### config.mk
export PLATFORM = sky130hd
export DESIGN_NAME = charger_status_fault_regs
export DESIGN_NICKNAME = d
export VERILOG_FILES = /design/src/rtl/charger_status_fault_regs.v /design/src/rtl/sticky_flag.v
export VERILOG_INCLUDE_DIRS = /design/src /design/src/rtl
export SDC_FILE = /design/constraint.sdc
export NUM_CORES = 1
export LEC_CHECK = 0
export BUFFER_PORTS_ARGS = -buffer_cell sky130_fd_sc_hd__buf_2
export CAP_MARGIN = 20
export CORE_ASPECT_RATIO = 1.75
export CORE_MARGIN = 3
export CORE_UTILIZATION = 60
export DETAILED_ROUTE_END_ITERATION = 12
export GPL_ROUTABILITY_DRIVEN = 0
export GPL_TIMING_DRIVEN = 0
export MAX_ROUTING_LAYER = met4
export PLACE_DENSITY = 0.79
export SYNTH_ARGS = -nofsm -noshare
export SYNTH_HDL_FRONTEND = slang
export SYNTH_SLANG_ARGS = --single-unit
### constraint.sdc
create_clock -name sys_clk -period 2.7 [get_ports sys_clk]
set_input_delay 0.135 -clock sys_clk [delete_from_list [all_inputs] [get_ports sys_clk]]
set_output_delay 0.135 -clock sys_clk [all_outputs]
set_load 0.02 [all_outputs]
### src/rtl/charger_regs_defines.vh
`ifndef CHARGER_REGS_DEFINES_VH
`define CHARGER_REGS_DEFINES_VH

// Serial slave address, 7-bit only
`define SLAVE_ADDR             7'h6a

// Register offsets
`define OFS_STATUS_SHIP        8'h00
`define OFS_FAULT_MASK         8'h01
`define OFS_TEMP_CTRL          8'h02
`define UNMAPPED_READ          8'hff

// charge_status_ship_ctrl fields
`define BIT_STATE_HI           7
`define BIT_STATE_LO           6
`define BIT_SHIP               5
`define BIT_RESET_FLAG         4
`define BIT_TIMER_FLAG         3
`define BIT_DPM                2
`define BIT_CD_LEVEL           1
`define BIT_SYS_SW             0
`define STATE_FAULT            2'h3

// fault_flags_masks fields
`define BIT_OV_FLAG            7
`define BIT_UV_FLAG            6
`define BIT_LOCK_FLAG          5
`define BIT_OCP_FLAG           4
`define MASK_LO                0
`define MASK_HI                3
`define RST_FAULT_MASKS        4'h0

// temp_sense_ctrl_masks fields
`define BIT_TEMP_SENSE_ENABLE              7
`define BIT_TCODE_HI           6
`define BIT_TCODE_LO           5
`define BIT_TOPEN              4
`define BIT_INT_EN             3
`define BIT_WAKE_M             2
`define BIT_RESET_M            1
`define BIT_TIMER_M            0
`define RST_TEMP_SENSE_ENABLE              1'b1
`define RST_INT_EN             1'b1
`define RST_WAKE_M             1'b0
`define RST_RESET_M            1'b0
`define RST_TIMER_M            1'b0
`define RST_SHIP               1'b0
`define TCODE_NORMAL           2'h0

// Serial engine
`define BITS_PER_BYTE          4'h8
`define LAST_DATA_BIT          4'h7
// The SCL fall that closes a start wraps this to 0
`define START_BIT_CNT          4'hf

`endif

### src/rtl/charger_status_fault_regs.v
`timescale 1ns/1ns
// What this block does
// - Bits 7:6 of 0x00 show the present charge state code.
// - Bit 5 of 0x00 is write-only ship request, reset 0.
// - Bit 4 of 0x00 flags push-button reset; clears after read.
// - Bit 3 of 0x00 timer fault stays; clears on chip-disable toggle.
// - Bit 2 of 0x00 reads input dynamic power management activity.
// - Bit 7 of 0x01 overvoltage stays set while condition persists.
// - Bit 6 of 0x01 undervoltage set once per event, clears on read.
// - Bit 5 of 0x01 battery lockout stays set while lockout exists.
// - Bit 4 of 0x01 overcurrent set on event, cleared after read.
// - Bits 3:0 of 0x01 are fault masks, reset 0.
// - Bit 7 of 0x02 enables temperature sensing, reset 1.
// - Bits 6:5 of 0x02 give the temperature fault code.
// - Bit 4 of 0x02 shows open sense input; stops charge if optioned and sensing enabled.
// - Bit 3 of 0x02 enables full interrupt; cleared means faults only.
// - Bit 2 of 0x02 masks the push-button wake condition.
// - Bit 1 of 0x02 masks the push-button reset condition.
// - Bit 0 of 0x02 masks the safety-timer fault.
// - Reads outside the map return 0xff.
// - Registers reached as serial slave at 7-bit address 0x6a.
`include "charger_regs_defines.vh"

module charger_status_fault_regs (
   input  wire       sys_clk,
   input  wire       rst_n,
   input  wire       scl_in,
   input  wire       sda_in,
   output wire       sda_out,
   output wire       sda_oe,
   input  wire [1:0] charge_state,
   input  wire       input_dpm_active,
   input  wire       chip_disable_pin,
   input  wire       system_switch_on,
   input  wire       input_overvoltage,
   input  wire       input_undervoltage,
   input  wire       battery_lockout,
   input  wire       battery_overcurrent_event,
   input  wire       pushbutton_reset_event,
   input  wire       pushbutton_wake_event,
   input  wire       safety_timer_event,
   input  wire [1:0] temp_fault_code,
   input  wire       temp_input_open,
   input  wire       factory_open_stop_option,
   output reg        ship_request,
   output reg        temp_sense_enable,
   output reg        charge_stop_open,
   output reg        pushbutton_reset_out,
   output reg        pushbutton_wake_out,
   output reg        safety_timer_fault_out,
   output reg        interrupt_pulse
);

   localparam [2:0] ST_IDLE = 3'h0;
   localparam [2:0] ST_ADDR = 3'h1;
   localparam [2:0] ST_PTR  = 3'h2;
   localparam [2:0] ST_WR   = 3'h3;
   localparam [2:0] ST_RD   = 3'h4;

   reg  [2:0] state;
   reg  [3:0] bit_cnt;
   reg  [7:0] shift;
   reg  [7:0] pointer;
   reg        is_read;
   reg        addr_hit;
   reg        master_nack;
   reg        sda_drive;
   reg        scl_q;
   reg        sda_q;
   reg        wr_stb;
   reg  [7:0] wr_addr;
   reg  [7:0] wr_data;
   reg        rd_stb;
   reg  [7:0] rd_addr;

   reg  [3:0] fault_masks;
   reg        int_enable;
   reg        wake_mask;
   reg        reset_mask;
   reg        timer_mask;

   reg        cd_q;
   reg        ov_q;
   reg        uv_q;
   reg        lock_q;
   reg        dpm_q;
   reg  [1:0] state_q;
   reg  [1:0] tcode_q;
   reg        primed;

   wire       reset_flag;
   wire       timer_flag;
   wire       ov_flag;
   wire       uv_flag;
   wire       lock_flag;
   wire       ocp_flag;

   wire       start_cond;
   wire       stop_cond;
   wire       scl_rise;
   wire       scl_fall;
   wire [7:0] status_byte;
   wire [7:0] fault_byte;
   wire [7:0] temp_byte;
   wire [7:0] next_byte;
   wire [1:0] tcode_shown;
   wire       cd_toggle;
   wire       uv_rise;
   wire       clr_status;
   wire       clr_fault;
   wire       fault_evt;
   wire       status_evt;

   function [7:0] read_byte;
      input [7:0] addr;
      input [7:0] b0;
      input [7:0] b1;
      input [7:0] b2;
      begin
         case (addr)
            `OFS_STATUS_SHIP: read_byte = b0;
            `OFS_FAULT_MASK:  read_byte = b1;
            `OFS_TEMP_CTRL:   read_byte = b2;
            default:          read_byte = `UNMAPPED_READ;
         endcase
      end
   endfunction

   function is_reg;
      input [7:0] addr;
      input [7:0] target;
      begin
         is_reg = (addr == target);
      end
   endfunction

   // Bus line edges; pins are sampled once, already synchronous
   assign start_cond = scl_in & scl_q & sda_q & ~sda_in;
   assign stop_cond  = scl_in & scl_q & ~sda_q & sda_in;
   assign scl_rise   = scl_in & ~scl_q;
   assign scl_fall   = ~scl_in & scl_q;

   // Open drain: only ever pull low
   assign sda_out = 1'b0;
   assign sda_oe  = sda_drive;

   assign next_byte = read_byte(pointer, status_byte, fault_byte, temp_byte);

   always @(posedge sys_clk or negedge rst_n) begin
      if (!rst_n) begin
         scl_q <= 1'b1;
         sda_q <= 1'b1;
      end else begin
         scl_q <= scl_in;
         sda_q <= sda_in;
      end
   end

   always @(posedge sys_clk or negedge rst_n) begin
      if (!rst_n) begin
         state       <= ST_IDLE;
         bit_cnt     <= 4'h0;
         shift       <= 8'h00;
         pointer     <= 8'h00;
         is_read     <= 1'b0;
         addr_hit    <= 1'b0;
         master_nack <= 1'b0;
         sda_drive   <= 1'b0;
         wr_stb      <= 1'b0;
         wr_addr     <= 8'h00;
         wr_data     <= 8'h00;
         rd_stb      <= 1'b0;
         rd_addr     <= 8'h00;
      end else begin
         wr_stb <= 1'b0;
         rd_stb <= 1'b0;
         if (start_cond) begin
            // Repeated start keeps the register pointer
            state     <= ST_ADDR;
            bit_cnt   <= `START_BIT_CNT;
            sda_drive <= 1'b0;
         end else if (stop_cond) begin
            state     <= ST_IDLE;
            sda_drive <= 1'b0;
         end else if (state != ST_IDLE) begin
            if (scl_rise) begin
               if (bit_cnt < `BITS_PER_BYTE) begin
                  if (state != ST_RD) begin
                     shift <= {shift[6:0], sda_in};
                  end
               end else if (state == ST_RD) begin
                  master_nack <= sda_in;
               end
            end else if (scl_fall) begin
               if (bit_cnt == `LAST_DATA_BIT) begin
                  bit_cnt <= `BITS_PER_BYTE;
                  case (state)
                     ST_ADDR: begin
                        addr_hit  <= (shift[7:1] == `SLAVE_ADDR);
                        sda_drive <= (shift[7:1] == `SLAVE_ADDR);
                        is_read   <= shift[0];
                     end
                     ST_PTR: begin
                        pointer   <= shift;
                        sda_drive <= 1'b1;
                     end
                     ST_WR: begin
                        wr_stb    <= 1'b1;
                        wr_addr   <= pointer;
                        wr_data   <= shift;
                        pointer   <= pointer + 8'h01;
                        sda_drive <= 1'b1;
                     end
                     ST_RD: begin
                        sda_drive <= 1'b0;
                     end
                     default: begin
                        sda_drive <= 1'b0;
                     end
                  endcase
               end else if (bit_cnt == `BITS_PER_BYTE) begin
                  bit_cnt   <= 4'h0;
                  sda_drive <= 1'b0;
                  case (state)
                     ST_ADDR: begin
                        if (!addr_hit) begin
                           state <= ST_IDLE;
                        end else if (is_read) begin
                           state     <= ST_RD;
                           shift     <= next_byte;
                           sda_drive <= ~next_byte[7];
                           rd_stb    <= 1'b1;
                           rd_addr   <= pointer;
                           pointer   <= pointer + 8'h01;
                        end else begin
                           state <= ST_PTR;
                        end
                     end
                     ST_PTR: begin
                        state <= ST_WR;
                     end
                     ST_WR: begin
                        state <= ST_WR;
                     end
                     ST_RD: begin
                        if (master_nack) begin
                           state <= ST_IDLE;
                        end else begin
                           shift     <= next_byte;
                           sda_drive <= ~next_byte[7];
                           rd_stb    <= 1'b1;
                           rd_addr   <= pointer;
                           pointer   <= pointer + 8'h01;
                        end
                     end
                     default: begin
                        state <= ST_IDLE;
                     end
                  endcase
               end else begin
                  bit_cnt <= bit_cnt + 4'h1;
                  if (state == ST_RD) begin
                     shift     <= {shift[6:0], 1'b0};
                     sda_drive <= ~shift[6];
                  end
               end
            end
         end
      end
   end

   // Control bits written by the host
   always @(posedge sys_clk or negedge rst_n) begin
      if (!rst_n) begin
         ship_request      <= `RST_SHIP;
         fault_masks       <= `RST_FAULT_MASKS;
         temp_sense_enable <= `RST_TEMP_SENSE_ENABLE;
         int_enable        <= `RST_INT_EN;
         wake_mask         <= `RST_WAKE_M;
         reset_mask        <= `RST_RESET_M;
         timer_mask        <= `RST_TIMER_M;
      end else if (wr_stb) begin
         if (is_reg(wr_addr, `OFS_STATUS_SHIP)) begin
            ship_request <= wr_data[`BIT_SHIP];
         end
         if (is_reg(wr_addr, `OFS_FAULT_MASK)) begin
            fault_masks <= wr_data[`MASK_HI:`MASK_LO];
         end
         if (is_reg(wr_addr, `OFS_TEMP_CTRL)) begin
            temp_sense_enable <= wr_data[`BIT_TEMP_SENSE_ENABLE];
            int_enable        <= wr_data[`BIT_INT_EN];
            wake_mask         <= wr_data[`BIT_WAKE_M];
            reset_mask        <= wr_data[`BIT_RESET_M];
            timer_mask        <= wr_data[`BIT_TIMER_M];
         end
      end
   end

   // A byte counts as read once it is loaded for shifting out
   assign clr_status = rd_stb & is_reg(rd_addr, `OFS_STATUS_SHIP);
   assign clr_fault  = rd_stb & is_reg(rd_addr, `OFS_FAULT_MASK);
   assign cd_toggle  = cd_q ^ chip_disable_pin;
   assign uv_rise    = input_undervoltage & ~uv_q;

   sticky_flag u_reset_flag (
      .sys_clk (sys_clk),
      .rst_n   (rst_n),
      .set     (pushbutton_reset_event),
      .clr     (clr_status),
      .q       (reset_flag)
   );

   // Reading never clears it; only the pin toggle or power cycle
   sticky_flag u_timer_flag (
      .sys_clk (sys_clk),
      .rst_n   (rst_n),
      .set     (safety_timer_event),
      .clr     (cd_toggle),
      .q       (timer_flag)
   );

   // Level set keeps it up across reads while the fault lasts
   sticky_flag u_ov_flag (
      .sys_clk (sys_clk),
      .rst_n   (rst_n),
      .set     (input_overvoltage),
      .clr     (clr_fault),
      .q       (ov_flag)
   );

   sticky_flag u_uv_flag (
      .sys_clk (sys_clk),
      .rst_n   (rst_n),
      .set     (uv_rise),
      .clr     (clr_fault),
      .q       (uv_flag)
   );

   sticky_flag u_lock_flag (
      .sys_clk (sys_clk),
      .rst_n   (rst_n),
      .set     (battery_lockout),
      .clr     (clr_fault),
      .q       (lock_flag)
   );

   sticky_flag u_ocp_flag (
      .sys_clk (sys_clk),
      .rst_n   (rst_n),
      .set     (battery_overcurrent_event),
      .clr     (clr_fault),
      .q       (ocp_flag)
   );

   // Disabled sensing reports a normal code
   assign tcode_shown = temp_sense_enable ? temp_fault_code
                                          : `TCODE_NORMAL;

   assign status_byte = {charge_state,
                         1'b0,
                         reset_flag,
                         timer_flag,
                         input_dpm_active,
                         chip_disable_pin,
                         system_switch_on};
   assign fault_byte  = {ov_flag, uv_flag, lock_flag, ocp_flag,
                         fault_masks};
   assign temp_byte   = {temp_sense_enable,
                         tcode_shown,
                         temp_input_open,
                         int_enable, wake_mask, reset_mask, timer_mask};

   // Unmasked fault events always interrupt; status only when enabled
   assign fault_evt =
      (input_overvoltage & ~ov_q & ~fault_masks[3]) |
      (uv_rise & ~fault_masks[2]) |
      (battery_lockout & ~lock_q & ~fault_masks[1]) |
      (battery_overcurrent_event & ~fault_masks[0]) |
      (safety_timer_event & ~timer_mask) |
      (pushbutton_reset_event & ~reset_mask) |
      (temp_sense_enable & (tcode_shown != tcode_q) &
       (tcode_shown != `TCODE_NORMAL)) |
      ((charge_state != state_q) & (charge_state == `STATE_FAULT));
   assign status_evt =
      (charge_state != state_q) |
      (input_dpm_active != dpm_q) |
      (pushbutton_wake_event & ~wake_mask);

   always @(posedge sys_clk or negedge rst_n) begin
      if (!rst_n) begin
         cd_q                   <= 1'b0;
         ov_q                   <= 1'b0;
         uv_q                   <= 1'b0;
         lock_q                 <= 1'b0;
         dpm_q                  <= 1'b0;
         state_q                <= 2'h0;
         tcode_q                <= `TCODE_NORMAL;
         primed                 <= 1'b0;
         interrupt_pulse        <= 1'b0;
         charge_stop_open       <= 1'b0;
         pushbutton_reset_out   <= 1'b0;
         pushbutton_wake_out    <= 1'b0;
         safety_timer_fault_out <= 1'b0;
      end else begin
         cd_q                   <= chip_disable_pin;
         ov_q                   <= input_overvoltage;
         uv_q                   <= input_undervoltage;
         lock_q                 <= battery_lockout;
         dpm_q                  <= input_dpm_active;
         state_q                <= charge_state;
         tcode_q                <= tcode_shown;
         primed                 <= 1'b1;
         // Edges against the reset samples are not real events
         interrupt_pulse        <= primed & (fault_evt |
                                   (int_enable & status_evt));
         charge_stop_open       <= temp_sense_enable & temp_input_open &
                                   factory_open_stop_option;
         pushbutton_reset_out   <= pushbutton_reset_event &
                                   ~reset_mask;
         pushbutton_wake_out    <= pushbutton_wake_event & ~wake_mask;
         safety_timer_fault_out <= timer_flag & ~timer_mask;
      end
   end

endmodule

### src/rtl/sticky_flag.v
`timescale 1ns/1ns
// Flag set by hardware, cleared by a clear pulse; set wins
module sticky_flag (
   input  wire sys_clk,
   input  wire rst_n,
   input  wire set,
   input  wire clr,
   output reg  q
);

   always @(posedge sys_clk or negedge rst_n) begin
      if (!rst_n) begin
         q <= 1'b0;
      end else begin
         q <= set | (q & ~clr);
      end
   end

endmodule

==> results.txt <==
status: finished, final reports clean
Ys Warns: 0
number of flops mapped to enable cells by yosys: 0
number of setup violations in the final report: 0
Tot Pwr: 3.48 mW
RSZ-0062 raised after global routing: no
mapped cell area: 4110 um^2
relative slew slack: 49.5%
CTS buffer count: 9
Critical Path Fanout Max: 9
Bufs and invs on worst path: 1
fmax: 399 MHz
n_diodes: 0
Layout Utilization: 73.0%
cell type with the largest total area after synthesis: dfrtp_1
crit path kind: flip-flop to flip-flop
largest net degree at the start of global routing: 53
Seq/Total Area, Yosys: 51.3%
Top Ports: 29
VDD IR max: 0.592 mV
Max stage delay cell, worst path: nor4_4
CP arrival: 2730 ps
post-synth cell types: 59
mean routed wirelength per cell: 18.3 um
Die ar.: 7910 um^2
crit end category: flip-flop
FP Rows: 39
Mean Syn Cell Area: 11.3 um^2
Synth area leaders: dfrtp_1 49%, mux2_2 5.8%, mux2_1 3.8%, a21oi_1 3.2%, mux2_4 2.9%
Die W: 68.5 um
Cell Chain, Critical Path: inv_1, ha_1, nor2b_1, nand2_1, nor4_4, mux2_4
total routed wirelength: 9250 um
vias: 3048
via/cell ratio: 6.04
Core ar.: 6590 um^2
Clk pin slew, worst setup/hold paths: 60 ps
proportion of layout cells with a drive suffix above 1: 23.9%
Port Buffers: 27
Yosys top cell area share: 48.7%
vias in the first global route: 3178
H-tree depth: 3
Final Slew Violations: 0
fraction of registers with async set/reset: 100%
drt first pass iters: 7
global-route total usage across every layer: 26.8%
Sinks on Clock Net: 84
P_leak: 2.27 nW
total grt overflow: 0
clk buf depth: 2
TritonCTS clock tree: yes
Worst Tran Pin Value: 751 ps
clk_skew: 6.06 ps
commonest non-fill, non-tap cells in the layout: 80 x dfrtp_1, 31 x nand2_1, 31 x buf_2
Root Buffer: clkbuf_16
first-pass GRT wire length: 15000 um
antenna violations before repair: 0
synthesis-to-finish area growth: 17.0%
Total Nets Final: 447
Hold WC Path Type: input port to flip-flop
Skew-Pair Late Insertion Delay: 340 ps
startpoint type of the worst setup path: flip-flop
PostCTS Resize Cnt: 0
#FFs+latches synth: 84
commonest non-fill, non-tap cell in the layout: dfrtp_1
Final ANT Viol Nets: 0
ys flop type: dfrtp_1
Final Hold Viols: 0
TNS Setup: 0 ps
Initial DRC Count: 225
Die Y: 115 um
period utilization: 92.8%
CP required: 2920 ps
Top Family by Delay on Critical Path: simple AND/OR/NAND/NOR gates
PwrDens: 723 nW/um^2
Critical Path Max Stage Delay: 680 ps
Fill cells: 455
DPL Wire Length: 6580 um
syn nets: 394
DRC viols: 0
minimum clock period: 2510 ps
cell count after synthesis: 365
Initial Util: 62.4%
MaxCap Viol Count: 0
-- Yosys cell counts (3+ instances only) --
master and number:
dfrtp_1 80, nand2_1 31, a21oi_1 26, mux2_2 21, nor2_1 20, inv_1 17
mux2_1 14, o21ai_0 10, ha_1 9, mux2_4 8, a21oi_2 7, nand2b_1 7
nor2b_1 7, nor3_1 7, a21o_1 6, a222oi_1 6, nand3_1 6, a31oi_1 5
buf_2 5, o22ai_1 5, clkbuf_1 4, dfstp_2 4, xor2_1 4, and2_1 3
nor3b_1 3, nor4_4 3, nor4b_1 3, o211ai_1 3
-- metal layers --
metal  vias to the layer above  routed length, um  track usage (%)
met5                         -                  0                -
met4                         0                307             12.9
met3                        17                382             5.14
met2                        81               4950             44.8
met1                      1524               3610             29.8
li1                       1426                  -                -
-- final timing paths --
path                                                 from            to  slack (ps)  cells past startpoint
max in group asynchronous                           rst_n         sda_q        1760                      3
worst max register to register                      scl_q    rd_addr[5]         190                      6
min in group asynchronous                           rst_n        primed         280                      2
worst min-delay path            battery_overcurrent_event  u_ocp_flag.q          20                      2
worst max-delay path                                scl_q    rd_addr[5]         190                      6
worst min register to register                u_ov_flag.q   u_ov_flag.q         480                      1
-- power breakdown --
part / total (mW) / switching (mW) / internal (mW)
Sequential: 1.57 / 0.188 / 1.38
Clock: 1.24 / 0.516 / 0.721
Combinational: 0.667 / 0.367 / 0.300
Total: 3.48 / 1.07 / 2.41
-- logic make-up (layout without fill, tap and decap cells) --
group,Yosys count,count (layout),synth area share (%)
xor gates and xnor gates,5,5,1.07
adders and majority gates,9,9,2.74
buffers and inverters,31,89,3.35
DFF,84,84,51.3
AOI/OAI and AO/OA,85,85,14.1
other,2,2,0.183
muxes,43,43,12.5
and+or+nand+nor,106,106,14.7
-- repair_timing --
action	CTS	global route
setup endpoints to repair	0	1
buffers inserted	0	3
endpoints found under the hold margin	41	0
hold buffers	11	0
-- layout make-up --
| class | count | area (um^2) | area share (%) |
|---|---|---|---|
| timing repair buffer | 42 | 298 | 6.19 |
| clock buffer | 9 | 225 | 4.69 |
| inverter | 17 | 63.8 | 1.33 |
| sequential | 84 | 2110 | 43.8 |
| multi-input combinational | 250 | 1860 | 38.8 |
| clock inverter | 7 | 73.8 | 1.54 |
| tap | 82 | 103 | 2.13 |
| buffer | 14 | 73.8 | 1.54 |
-- per-stage QoR --
stage	worst slack (ps)	hold WS, ps	cell area, um^2	std cells
after floorplan	464	-161	4110	365
after global routing	40.8	20.8	4810	505
after global placement	126	258	4350	474
after CTS	104	1.08	4780	502
after detailed placement	124	106	4380	475
final	194	19.0	4810	505
-- state kept, by name, indices dropped and copies added (netlist names), 3 cells and up --
register / count
wr_data: 6
bit_cnt: 4
fault_masks: 4
state: 3
shift: 8
pointer: 8
wr_addr: 8
rd_addr: 8
Note: power is estimated with default switching activity, not from simulation.
